==> src/common/uhp_pkg.sv <==
// Function
// - Strobe and multiplexed interrupt driven when output-enable bit set
// - Standard mode transmit idles high, also reset
// - Infrared mode transmit rests low when idle
// - Host sets request-to-send before auto flow
// - Clear-to-send gates transmit when enabled
// - Half-duplex strap makes request-to-send direction
// - Infrared strap selects infrared line mode
// - Four modem pins double as GPIO 0-3
// - Sleep input forces sleep after next byte
// - Sleep pin may output sleep status
// - Bus cycles timed only by host strobes
// - Strobe mode: 8 data, 3 address, active-high interrupt
// - Select mode: read/write line, open-drain low interrupt
// - Multiplexed mode shares address and data lines
// - Reset over 40 ns restores defaults
// - Strobe interrupt high above trigger or timeout
// - Select mode interrupt low above trigger or timeout
// - Multiplexed strap overrides bus-style select pin
// - Address latched on latch strobe rising edge
// - Write strobe rising edge stores data byte; in select mode chip-select rising edge does
package uhp_pkg;
    localparam int DATA_W   = 8;
    localparam int ADDR_W   = 3;
    localparam int GPIO_W   = 4;
    // Register addresses
    localparam logic [2:0] ADDR_THR = 3'h0;
    localparam logic [2:0] ADDR_IER = 3'h1;
    localparam logic [2:0] ADDR_FCR = 3'h2;
    localparam logic [2:0] ADDR_EFR = 3'h3;
    localparam logic [2:0] ADDR_MCR = 3'h4;
    localparam logic [2:0] ADDR_LSR = 3'h5;
    localparam logic [2:0] ADDR_MSR = 3'h6;
    localparam logic [2:0] ADDR_GPS = 3'h7;
    // Field positions
    localparam int MCR_RTS  = 1;
    localparam int MCR_OE   = 3;
    localparam int MCR_IR   = 6;
    localparam int EFR_ARTS = 6;
    localparam int EFR_ACTS = 7;
    localparam int IER_RX   = 0;
    localparam int FCR_EN   = 0;
    localparam int MSR_CTS  = 4;
    localparam int LSR_SLP  = 7;
    localparam int LSR_TXI  = 6;
    // Reset values
    localparam logic [7:0] RST_ZERO = 8'h00;
    localparam logic [7:0] TRIG_DEF = 8'h04;
    // Reset pulse
    localparam int RESET_MIN_NS = 40;
    localparam int CLK_NS       = 10;
    localparam int RESET_CYC    = (RESET_MIN_NS + CLK_NS - 1) / CLK_NS;
    localparam int TIMEOUT_CYC  = 64;
    typedef enum logic [1:0] {BUS_STROBE, BUS_SELECT, BUS_MUX} uhp_bus_type;
endpackage

==> src/common/uhp_if.sv <==
`timescale 1ns/1ns
interface uhp_if;
    logic [7:0] data_host;
    logic       data_host_oe_n;
    logic [7:0] data_dev;
    logic       data_dev_oe_n;
    logic [2:0] addr;
    logic       cs_n;
    logic       read_strobe_n;
    logic       write_strobe_n;
    logic       addr_latch_n;
    logic       bus_style_sel;
    logic       muxed_bus_strap;
    logic       reset_pin;
    logic       irq;
    logic       irq_oe_n;
    modport dev  (input data_host, data_host_oe_n, addr, cs_n, read_strobe_n, write_strobe_n,
                  addr_latch_n, bus_style_sel, muxed_bus_strap, reset_pin,
                  output data_dev, data_dev_oe_n, irq, irq_oe_n);
    modport host (output data_host, data_host_oe_n, addr, cs_n, read_strobe_n, write_strobe_n,
                  addr_latch_n, bus_style_sel, muxed_bus_strap, reset_pin,
                  input data_dev, data_dev_oe_n, irq, irq_oe_n);
endinterface

==> src/hdl/uhp_device.sv <==
// Strobed register access and the register addresses were left to the implementer.
`timescale 1ns/1ns
module uhp_device
    import uhp_pkg::*;
#(
    parameter int TIMEOUT = TIMEOUT_CYC
) (
    input  wire logic              i_ref_clk,
    input  wire logic              i_resetn,
    uhp_if.dev                     bus,
    input  wire logic              i_half_duplex_strap_n,
    input  wire logic              i_infrared_strap_n,
    input  wire logic              i_rx,
    input  wire logic              i_cts_n,
    input  wire logic [GPIO_W-1:0] i_gpio,
    input  wire logic              i_sleep,
    input  wire logic              i_sleep_out_sel,
    input  wire logic              i_tx_busy,
    input  wire logic [7:0]        i_rx_level,
    input  wire logic              i_byte_done,
    output logic                   o_tx,
    output logic                   o_rts_n,
    output logic [GPIO_W-1:0]      o_gpio,
    output logic [GPIO_W-1:0]      o_gpio_oe_n,
    output logic                   o_power_down_out_n,
    output logic                   o_power_down_oe_n,
    output logic                   o_tx_stall
);
    // ----------------------------------------
    // Pin synchronisers
    // ----------------------------------------
    // Bus pins are asynchronous to this clock; the ref clock stands in for strobe timing
    localparam int NS = 10;
    logic [NS-1:0] s1_q, s2_q, s3_q;
    logic [NS-1:0] pins;
    assign pins = {bus.cs_n, bus.read_strobe_n, bus.write_strobe_n, bus.addr_latch_n,
                   bus.bus_style_sel, bus.muxed_bus_strap, bus.reset_pin, i_cts_n, i_sleep, i_rx};
    always_ff @(posedge i_ref_clk) begin
        s1_q <= pins;
        s2_q <= s1_q;
        s3_q <= s2_q;
    end
    logic cs_n, rd_n, wr_n, al_n, sel, mstrap, rpin, cts_n, slp;
    assign {cs_n, rd_n, wr_n, al_n, sel, mstrap, rpin, cts_n, slp} = s2_q[NS-1:1];
    logic rd_prev_n, wr_prev_n, al_prev_n;
    assign {rd_prev_n, wr_prev_n, al_prev_n} = s3_q[8:6];
    // Address, data, straps and GPIO pins pass the same two stages as the strobes; the third
    // data stage still holds the muxed address that stood before the latch strobe rose
    logic [DATA_W-1:0] d1_q, d2_q, d3_q;
    logic [ADDR_W-1:0] a1_q, a2_q;
    logic [GPIO_W+1:0] x1_q, x2_q;
    always_ff @(posedge i_ref_clk) begin
        d1_q <= bus.data_host;
        d2_q <= d1_q;
        d3_q <= d2_q;
        a1_q <= bus.addr;
        a2_q <= a1_q;
        x1_q <= {i_gpio, i_half_duplex_strap_n, i_infrared_strap_n};
        x2_q <= x1_q;
    end

    // Bus style from straps
    uhp_bus_type mode;
    always_comb begin
        if (mstrap)
            mode = BUS_MUX;
        else if (sel)
            mode = BUS_STROBE;
        else
            mode = BUS_SELECT;
    end

    // Reset pin polarity follows bus style, counted to the minimum width
    logic       rst_act;
    logic [3:0] rcnt_q;
    logic       pin_rst_q;
    assign rst_act = (mode == BUS_SELECT) ? !rpin : rpin;
    always_ff @(posedge i_ref_clk) begin
        if (!i_resetn || !rst_act)
            rcnt_q <= 4'h0;
        else if (rcnt_q != 4'(RESET_CYC))
            rcnt_q <= rcnt_q + 4'h1;
    end
    always_ff @(posedge i_ref_clk) begin
        if (!i_resetn)
            pin_rst_q <= 1'b0;
        else
            pin_rst_q <= rst_act && (rcnt_q >= 4'(RESET_CYC - 1));
    end
    logic srst;
    assign srst = !i_resetn || pin_rst_q;

    // ----------------------------------------
    // Straps, caught after reset release
    // ----------------------------------------
    logic strap_done_q, hd_strap_q;
    always_ff @(posedge i_ref_clk) begin
        if (!i_resetn) begin
            strap_done_q <= 1'b0;
            hd_strap_q   <= 1'b1;
        end else if (!strap_done_q) begin
            strap_done_q <= 1'b1;
            hd_strap_q   <= x2_q[1];
        end
    end

    // ----------------------------------------
    // Host register access
    // ----------------------------------------
    logic [2:0] addr_q;
    logic [7:0] ier_q, fcr_q, efr_q, mcr_q, gdir_q, gout_q;
    logic       rd_edge_f, rd_edge_r, wr_edge_r, rw_write;
    logic [2:0] eff_addr;
    // In select mode the write-strobe pin is the read/write line, cs frames the cycle
    assign rw_write  = (mode == BUS_SELECT) && !wr_n;
    assign rd_edge_f = (mode == BUS_SELECT) ? (!cs_n && !rw_write) : (!cs_n && !rd_n && rd_prev_n);
    assign rd_edge_r = !rd_prev_n && rd_n;
    assign wr_edge_r = (mode == BUS_SELECT) ? (cs_n && s3_q[9] == 1'b0 && !wr_prev_n)
                                            : (!s3_q[9] && wr_n && !wr_prev_n);
    // Chip select may rise together with the strobe, so the write looks at its previous level
    assign eff_addr  = (mode == BUS_MUX) ? addr_q : a2_q;

    always_ff @(posedge i_ref_clk) begin
        if (srst)
            addr_q <= 3'h0;
        else if (mode == BUS_MUX && al_n && !al_prev_n)
            addr_q <= d3_q[ADDR_W-1:0];
    end

    always_ff @(posedge i_ref_clk) begin
        if (srst) begin
            ier_q  <= RST_ZERO;
            fcr_q  <= RST_ZERO;
            efr_q  <= RST_ZERO;
            gdir_q <= RST_ZERO;
            gout_q <= RST_ZERO;
            mcr_q  <= RST_ZERO;
        end else if (!strap_done_q) begin
            mcr_q[MCR_IR] <= !x2_q[0];
        end else if (wr_edge_r) begin
            case (eff_addr)
                ADDR_IER: ier_q  <= d2_q;
                ADDR_FCR: fcr_q  <= d2_q;
                ADDR_EFR: efr_q  <= d2_q;
                ADDR_MCR: mcr_q  <= d2_q;
                ADDR_GPS: {gdir_q[3:0], gout_q[3:0]} <= d2_q;
                default:  ;
            endcase
        end
    end

    // ----------------------------------------
    // Sleep
    // ----------------------------------------
    logic sleep_req_q, asleep_q;
    always_ff @(posedge i_ref_clk) begin
        if (srst) begin
            sleep_req_q <= 1'b0;
            asleep_q    <= 1'b0;
        end else begin
            if (slp && !i_sleep_out_sel)
                sleep_req_q <= 1'b1;
            if (sleep_req_q && i_byte_done) begin
                asleep_q    <= 1'b1;
                sleep_req_q <= 1'b0;
            end else if (!slp && !sleep_req_q)
                asleep_q    <= 1'b0;
        end
    end

    // ----------------------------------------
    // Receive interrupt
    // ----------------------------------------
    logic [7:0] tcnt_q;
    logic       above, tmo, irq_cond;
    assign above = i_rx_level > TRIG_DEF;
    always_ff @(posedge i_ref_clk) begin
        if (srst || i_rx_level == 8'h00 || rd_edge_f)
            tcnt_q <= 8'h00;
        else if (tcnt_q != 8'(TIMEOUT))
            tcnt_q <= tcnt_q + 8'h01;
    end
    assign tmo      = tcnt_q == 8'(TIMEOUT);
    assign irq_cond = ier_q[IER_RX] && (fcr_q[FCR_EN] ? (above || tmo) : (i_rx_level != 8'h00));

    // ----------------------------------------
    // Outputs
    // ----------------------------------------
    logic [7:0] rdata;
    always_comb begin
        case (eff_addr)
            ADDR_IER: rdata = ier_q;
            ADDR_FCR: rdata = fcr_q;
            ADDR_EFR: rdata = efr_q;
            ADDR_MCR: rdata = mcr_q;
            ADDR_LSR: rdata = {asleep_q, i_tx_busy, 6'h00};
            ADDR_MSR: rdata = {3'h0, !cts_n, 4'h0};
            ADDR_GPS: rdata = {x2_q[GPIO_W+1:2], gout_q[3:0]};
            default:  rdata = RST_ZERO;
        endcase
    end
    always_ff @(posedge i_ref_clk) begin
        if (srst) begin
            bus.data_dev      <= RST_ZERO;
            bus.data_dev_oe_n <= 1'b1;
            bus.irq           <= 1'b0;
            bus.irq_oe_n      <= 1'b1;
            o_tx              <= 1'b1;
            o_rts_n           <= 1'b1;
            o_gpio            <= 4'h0;
            o_gpio_oe_n       <= 4'hF;
            o_power_down_out_n <= 1'b1;
            o_power_down_oe_n <= 1'b1;
            o_tx_stall        <= 1'b0;
        end else begin
            if (rd_edge_f)
                bus.data_dev <= rdata;
            bus.data_dev_oe_n <= !(rd_edge_f || (!bus.data_dev_oe_n && !rd_edge_r && !cs_n));
            if (mode == BUS_SELECT) begin
                bus.irq      <= 1'b0;
                bus.irq_oe_n <= !irq_cond;
            end else begin
                bus.irq      <= irq_cond;
                bus.irq_oe_n <= !mcr_q[MCR_OE];
            end
            if (i_tx_busy)
                o_tx <= 1'b0;
            else
                o_tx <= !mcr_q[MCR_IR];
            if (!hd_strap_q)
                o_rts_n <= !i_tx_busy;
            else
                o_rts_n <= !mcr_q[MCR_RTS];
            o_tx_stall <= efr_q[EFR_ACTS] && cts_n;
            o_gpio      <= gout_q[3:0];
            o_gpio_oe_n <= ~gdir_q[3:0];
            o_power_down_out_n <= !asleep_q;
            o_power_down_oe_n  <= !i_sleep_out_sel;
        end
    end
endmodule

==> src/flat_wrapper.sv <==
// flat-port wrapper written by rule: the top's interface ports become plain ports
module uhp_device_flat import uhp_pkg::*;
#(
    parameter int TIMEOUT = TIMEOUT_CYC
)
  (i_ref_clk, i_resetn, i_half_duplex_strap_n, i_infrared_strap_n, i_rx, i_cts_n, i_gpio, i_sleep, i_sleep_out_sel, i_tx_busy, i_rx_level, i_byte_done, o_tx, o_rts_n, o_gpio, o_gpio_oe_n, o_power_down_out_n, o_power_down_oe_n, o_tx_stall, bus_data_host, bus_data_host_oe_n, bus_addr, bus_cs_n, bus_read_strobe_n, bus_write_strobe_n, bus_addr_latch_n, bus_bus_style_sel, bus_muxed_bus_strap, bus_reset_pin, bus_data_dev, bus_data_dev_oe_n, bus_irq, bus_irq_oe_n);
  uhp_if bus_i ();
  input  wire logic i_ref_clk;
  input  wire logic i_resetn;
  input  wire logic i_half_duplex_strap_n;
  input  wire logic i_infrared_strap_n;
  input  wire logic i_rx;
  input  wire logic i_cts_n;
  input  wire logic [GPIO_W-1:0] i_gpio;
  input  wire logic i_sleep;
  input  wire logic i_sleep_out_sel;
  input  wire logic i_tx_busy;
  input  wire logic [7:0] i_rx_level;
  input  wire logic i_byte_done;
  output logic o_tx;
  output logic o_rts_n;
  output logic [GPIO_W-1:0] o_gpio;
  output logic [GPIO_W-1:0] o_gpio_oe_n;
  output logic o_power_down_out_n;
  output logic o_power_down_oe_n;
  output logic o_tx_stall;
  input wire logic [$bits(bus_i.data_host)-1:0] bus_data_host;
  input wire logic [$bits(bus_i.data_host_oe_n)-1:0] bus_data_host_oe_n;
  input wire logic [$bits(bus_i.addr)-1:0] bus_addr;
  input wire logic [$bits(bus_i.cs_n)-1:0] bus_cs_n;
  input wire logic [$bits(bus_i.read_strobe_n)-1:0] bus_read_strobe_n;
  input wire logic [$bits(bus_i.write_strobe_n)-1:0] bus_write_strobe_n;
  input wire logic [$bits(bus_i.addr_latch_n)-1:0] bus_addr_latch_n;
  input wire logic [$bits(bus_i.bus_style_sel)-1:0] bus_bus_style_sel;
  input wire logic [$bits(bus_i.muxed_bus_strap)-1:0] bus_muxed_bus_strap;
  input wire logic [$bits(bus_i.reset_pin)-1:0] bus_reset_pin;
  output wire logic [$bits(bus_i.data_dev)-1:0] bus_data_dev;
  output wire logic [$bits(bus_i.data_dev_oe_n)-1:0] bus_data_dev_oe_n;
  output wire logic [$bits(bus_i.irq)-1:0] bus_irq;
  output wire logic [$bits(bus_i.irq_oe_n)-1:0] bus_irq_oe_n;
  assign bus_i.data_host = bus_data_host;
  assign bus_i.data_host_oe_n = bus_data_host_oe_n;
  assign bus_i.addr = bus_addr;
  assign bus_i.cs_n = bus_cs_n;
  assign bus_i.read_strobe_n = bus_read_strobe_n;
  assign bus_i.write_strobe_n = bus_write_strobe_n;
  assign bus_i.addr_latch_n = bus_addr_latch_n;
  assign bus_i.bus_style_sel = bus_bus_style_sel;
  assign bus_i.muxed_bus_strap = bus_muxed_bus_strap;
  assign bus_i.reset_pin = bus_reset_pin;
  assign bus_data_dev = bus_i.data_dev;
  assign bus_data_dev_oe_n = bus_i.data_dev_oe_n;
  assign bus_irq = bus_i.irq;
  assign bus_irq_oe_n = bus_i.irq_oe_n;
  uhp_device #(.TIMEOUT(TIMEOUT)) u_core (.i_ref_clk(i_ref_clk), .i_resetn(i_resetn), .bus(bus_i), .i_half_duplex_strap_n(i_half_duplex_strap_n), .i_infrared_strap_n(i_infrared_strap_n), .i_rx(i_rx), .i_cts_n(i_cts_n), .i_gpio(i_gpio), .i_sleep(i_sleep), .i_sleep_out_sel(i_sleep_out_sel), .i_tx_busy(i_tx_busy), .i_rx_level(i_rx_level), .i_byte_done(i_byte_done), .o_tx(o_tx), .o_rts_n(o_rts_n), .o_gpio(o_gpio), .o_gpio_oe_n(o_gpio_oe_n), .o_power_down_out_n(o_power_down_out_n), .o_power_down_oe_n(o_power_down_oe_n), .o_tx_stall(o_tx_stall));
endmodule
==> config.mk <==
export PLATFORM = sky130hd
export DESIGN_NAME = uhp_device_flat
export DESIGN_NICKNAME = d
export VERILOG_FILES = /design/src/common/uhp_pkg.sv /design/src/common/uhp_if.sv /design/src/hdl/uhp_device.sv /design/src/flat_wrapper.sv
export SDC_FILE = /design/constraint.sdc
export NUM_CORES = 1
export LEC_CHECK = 0
export BUFFER_PORTS_ARGS = -buffer_cell sky130_fd_sc_hd__buf_2
export CAP_MARGIN = 0
export CORE_MARGIN = 8
export CORE_UTILIZATION = 49
export CTS_BUF_LIST = sky130_fd_sc_hd__clkbuf_4
export CTS_CLUSTER_DIAMETER = 100
export DETAILED_ROUTE_END_ITERATION = 6
export PLACE_DENSITY = 0.72
export SKIP_LAST_GASP = 1
export SLEW_MARGIN = 20
export SYNTH_ARGS = -nofsm -noshare
export SYNTH_HDL_FRONTEND = slang
export SYNTH_SLANG_ARGS = --single-unit
export TNS_END_PERCENT = 10
==> constraint.sdc <==
create_clock -name i_ref_clk -period 1.6 [get_ports i_ref_clk]
set_input_delay 0.08 -clock i_ref_clk [delete_from_list [all_inputs] [get_ports i_ref_clk]]
set_output_delay 0.08 -clock i_ref_clk [all_outputs]
set_load 0.1 [all_outputs]
## Word level (Yosys, flattened, before mapping)

Index checks and enable logic that the tools add are counted.
Widths: inputs -> output; s select.

- Register bits: 151
- Logic and storage cells: 134
- Output and inout port bits: 24

- Reductions and logical operators: 61
- $lt $le $gt $ge: 2
- Add/subtract/negate cells: 2
- Mux-type cells: 17
- Equality and inequality tests: 14
- Bitwise logic cells: 2

Operators with widths:

| cell | number |
|---|---|
| $pmux 8 s7 | 1 |
| $logic_not 1->1 | 25 |
| $logic_and 1x1->1 | 19 |
| $reduce_and 3->1 | 5 |
| $mux 7 | 2 |
| $eq 3x3->1 const B | 4 |
| $mux 1 | 12 |
| $add 8x1->8 const B | 1 |
| $eq 8x7->1 const B | 1 |
| $gt 8x3->1 const B | 1 |
| $logic_not 8->1 | 1 |
| $ne 8x7->1 const B | 1 |
| $reduce_bool 8->1 | 1 |
| $eq 3x2->1 const B | 2 |
| $logic_or 1x1->1 | 6 |
| $add 4x1->4 const B | 1 |
| $ge 4x2->1 const B | 1 |
| $ne 2x2->1 const B | 2 |
| $ne 4x3->1 const B | 1 |
| $not 4->4 | 1 |
| $reduce_or 2->1 | 2 |
| $eq 3x1->1 const B | 1 |
| $mux 3 | 1 |
| $eq 2x1->1 const B | 1 |
| 5 further kinds | 5 |

## Logic depth before layout (Yosys ltp)

- Depth in word-level cells: 9
- Mapped depth: 9
- Mapped depth without buffers: 7

## Worst setup path after synthesis

No wires, ideal clock.

- Path kind: reg-to-reg
- From: register u_core.s2_q[4]
- To: register u_core.bus.data_dev[4]
- Cell stages (with the launch flop): 7
- Path slack: -0.076 ns
- Data arrival time: 1.559 ns
- Setup time: 0.118 ns
- Path buffers: 1
- Period minus slack after synthesis: 1.676 ns
- Cell sequence: dfxtp_1 buf_6 mux2i_2 mux2_2 o211ai_1 o211ai_1 a22o_1

- Word-level cells in the longest chain between the ends: 6
- Elaborated cells on any way between the ends: 16
- Those cells by class: 9 x eq/ne; 4 x mux; 3 x reduce/logical

Ends and longest elaborated chain:

| element | RTL line | text |
|---|---|---|
| from (decl) | uhp_device.sv:34 | `logic [NS-1:0] s1_q, s2_q, s3_q;` |
| from (signal assigned) | uhp_device.sv:40 | `s2_q <= s1_q;` |
| $mux 2 (*) | uhp_device.sv:65 | `if (mstrap)` |
| branches (longest 5 deep; another with $pmux 8 s7) | - |  |
| to (signal assigned) | uhp_device.sv:217 | `bus.data_dev <= rdata;` |
| to (decl) | uhp_if.sv:19 | `output data_dev, data_dev_oe_n, irq, irq_oe_n);` |

Every way passes the cells marked *.
A chain may end at the register's enable or synchronous reset.

## Worst setup path after layout

- From: register u_core.s2_q[4]
- To: register u_core.fcr_q[4]

- Word-level cells in the longest chain between the ends: 5
- Elaborated cells on any way between the ends: 7
- Those cells by class: 3 x eq/ne; 3 x mux; 1 x reduce/logical

Ends and longest elaborated chain:

| element | RTL line | text |
|---|---|---|
| $mux 2 (*) | uhp_device.sv:65 |  |
| $eq 2x2->1 | uhp_device.sv:121 | `assign eff_addr = (mode == BUS_MUX) ? addr_q : a2_q;` |
| $mux 3 | uhp_device.sv:121 |  |
| $eq 3x2->1 | uhp_device.sv:141 | `case (eff_addr)` |
| $reduce_and 3->1 (no source line) (*) | - |  |
| to (signal assigned) | uhp_device.sv:143 | `ADDR_FCR: fcr_q <= d2_q;` |
| to (decl) | uhp_device.sv:111 | `logic [7:0] ier_q, fcr_q, efr_q, mcr_q, gdir_q, gout_q;` |

Every way passes the cells marked *; elsewhere a longest branch is shown, timed or not.

==> run summary <==
max-slew violations - 0
period utilization - 1.11
Synth Warn # - 0
peak supply drop - 0.000813 V
Post-Route WL - 11,200 µm
most common cell in the netlist - dfxtp_1
GRT Util Overall - 0.177
Mapped Area - 4830 µm²
final hold viol count - 0
utilization of the core after routing - 0.649
WP data arrival - 2.21 ns
LEAKAGE - 2.66 nW
Starting Density - 0.499
Rows - 36
min-delay src - i_rx_level[6]
final-report setup violation count - 51
number of global-route vias before repair - 3,684
share of the synthesized area in the top cell type - 0.593
drt drc - 0
drt pass-1 iters - 4
Vias/cell - 5.08
antenna viol nets, final - 0
CTS Buffer Depth - 2
clock buffer count from CTS - 17
Power Dens Cells - 1080 nW/µm²
Setup crit end kind - register
Synth Register Bits - 143
I/O Pins - 65
CP startpoint kind - register
Final nets - 606
main flop type after synthesis - dfxtp_1
worst setup margin - -0.173 ns
Final min period - 1.77 ns
Die ar. - 13,300 µm²
share of layout cells above drive strength 1 - 0.279
Root Buffer - clkbuf_4
worst reg2reg path startpoint - u_core.s2_q[4]$_DFF_P_
Die W - 115 µm
hpwl dp - 7620 µm
Syn Area/Cell - 11.5 µm²
Filler cells - 782
htree depth - 4
Core ar. - 9680 µm²
synth cell count leaders - dfxtp_1 (143), nor2_1 (61), mux2i_1 (49), nand2_1 (16), a221oi_1 (11)
Port Buf Inserts - 62
Max Fanout on Critical Path - 8
first-pass GRT wire length - 18,300 µm
clk sink count - 143
area leader, netlist - dfxtp_1
crit path kind - register to register
EDFF count, synth - 0
unrepaired setup endpoints after global routing - true
failing checks - setup timing
Slew HR - 0.669
Design Area, Final - 6280 µm²
post-synthesis sequential area ratio - 0.593
Via Count - 3,592
area grow syn2layout - 30.1%
worst skew pair latency - 0.54 ns
CTS tree - built
gr ovfl total - 0
largest net degree at the start of global routing - 48
syn nets - 466
GPL Wtd Cong - 0.832
initial antenna violation count - 0
status - finished, violations left
antenna diode count - 0
required time of the critical path - 2.03 ns
Post-synth ARST share - 0
FMAX - 564 MHz
Reg clk slew, reported paths - 0.14 ns
Unique masters post-synth - 52
Syn Inst Count - 421
worst hold path type - input pin to register
Post-Place Cell Area - 5510 µm²
Worst-Margin Slew - 0.500 ns
Worst setup startpoint - u_core.s2_q[4]$_DFF_P_
Max Cap Viol - 0
skew final - 0.0273 ns
DR WL/cell - 15.9 µm
top post-synthesis cells by area - dfxtp_1 (59%), mux2i_1 (10%), nor2_1 (4.7%), a221oi_1 (2.0%), buf_6 (1.6%)
DRT iter0 DRCs - 182
Die Y - 115 µm
==> layout by cell type (no fill, tap or decap), drive strengths merged, types with 2 or more instances in the layout <==
cell type	count
dfxtp	143
buf	105
nor2	62
mux2i	51
dlygate4sd3	35
clkbuf	17
nand2	16
inv	14
a221oi	12
o21ai	12
nand3	11
nand3b	8
a22oi	7
xor2	6
nor3	6
a21oi	5
and2	5
o32ai	5
nor3b	5
ha	4
clkinvlp	4
a22o	3
and3	3
xnor2	3
bufinv	3
mux2	3
nand2b	3
o211ai	3
clkinv	3
nor2b	2
a32o	2
==> critical path: stages (launching register included) <==
cell and delay (ns):
dfxtp_4 0.38, buf_6 0.13, or3b_4 0.40, nand2_4 0.09, nor3b_4 0.20, buf_6 0.18, mux2i_1 0.22, nor2_1 0.06
==> state kept, by name, indices dropped and copies added (netlist names), 6 cells and up <==
name,flops
u_core.d2_q,8
u_core.fcr_q,8
u_core.tcnt_q,8
u_core.x1_q,6
u_core.s2_q,9
u_core.efr_q,8
u_core.mcr_q,8
u_core.d1_q,8
u_core.x2_q,6
u_core.s1_q,9
u_core.bus.data_dev,8
u_core.ier_q,8
==> worst paths after layout <==
path / slack, ns / cells after the start / endpoint
hold / removal: 0.14 / 6 / u_core.tcnt_q[6]$_SDFFE_PP0P_
setup / recovery: -0.17 / 7 / u_core.fcr_q[4]$_SDFFE_PP0P_
setup reg to reg: -0.17 / 7 / u_core.fcr_q[4]$_SDFFE_PP0P_
hold reg to reg: 0.33 / 0 / u_core.s2_q[6]$_DFF_P_
==> layout make-up <==
type	count	area, µm²	area share
well taps	133	166	0.0265
inverters	9	33.8	0.00538
clock inverters	15	184	0.0293
clock buffers	17	128	0.0203
repair buffers	140	1030	0.164
multi-input cells	250	1870	0.298
flip-flops and latches	143	2870	0.456
==> metal layers <==
| layer | vias to the layer above | global-route usage | part of all wire |
|---|---|---|---|
| met5 | - | 0 | 0 |
| met4 | 0 | 0.0604 | 0.019 |
| met3 | 17 | 0.0572 | 0.046 |
| met2 | 81 | 0.302 | 0.51 |
| met1 | 1733 | 0.204 | 0.43 |
| li1 | 1761 | - | - |
==> logic make-up after synthesis <==
| group | Yosys count | synth area share |
|---|---|---|
| buf+inv | 28 | 0.0344 |
| fa+ha+maj | 4 | 0.0104 |
| simple gates | 126 | 0.135 |
| flops | 143 | 0.593 |
| mux | 54 | 0.116 |
| compound gates | 57 | 0.0948 |
| xor+xnor | 9 | 0.0163 |
==> report_power, final <==
part           leakage (nW)  internal (mW)  switching (mW)
sequential             1.18           3.67          0.0742
combinational          1.32          0.261           0.292
clock                 0.155           1.10            1.37
==> metrics by stage <==
stage                     setup TNS, ns  setup WS [ns]  power, mW  instances  hold WS (ns)
after floorplan                -0.00394       -0.00216       4.09        421         0.108
after global placement            -3.42         -0.122       4.27        635         0.182
after detailed placement          -4.69         -0.182       4.28        635         0.184
after CTS                         -3.69         -0.131       6.79        703         0.104
after global routing             -10.02         -0.246       7.03        707         0.113
final                             -5.75         -0.173       6.77        707         0.136
==> repair_timing <==
action	in CTS	in global routing
hold endpoints to repair	40	0
endpoints found under the setup margin	56	58
pin swaps	3	3
hold buffers	35	0
gates resized for setup	8	12
buffers inserted	2	4
(Power assumes the default switching activity.)
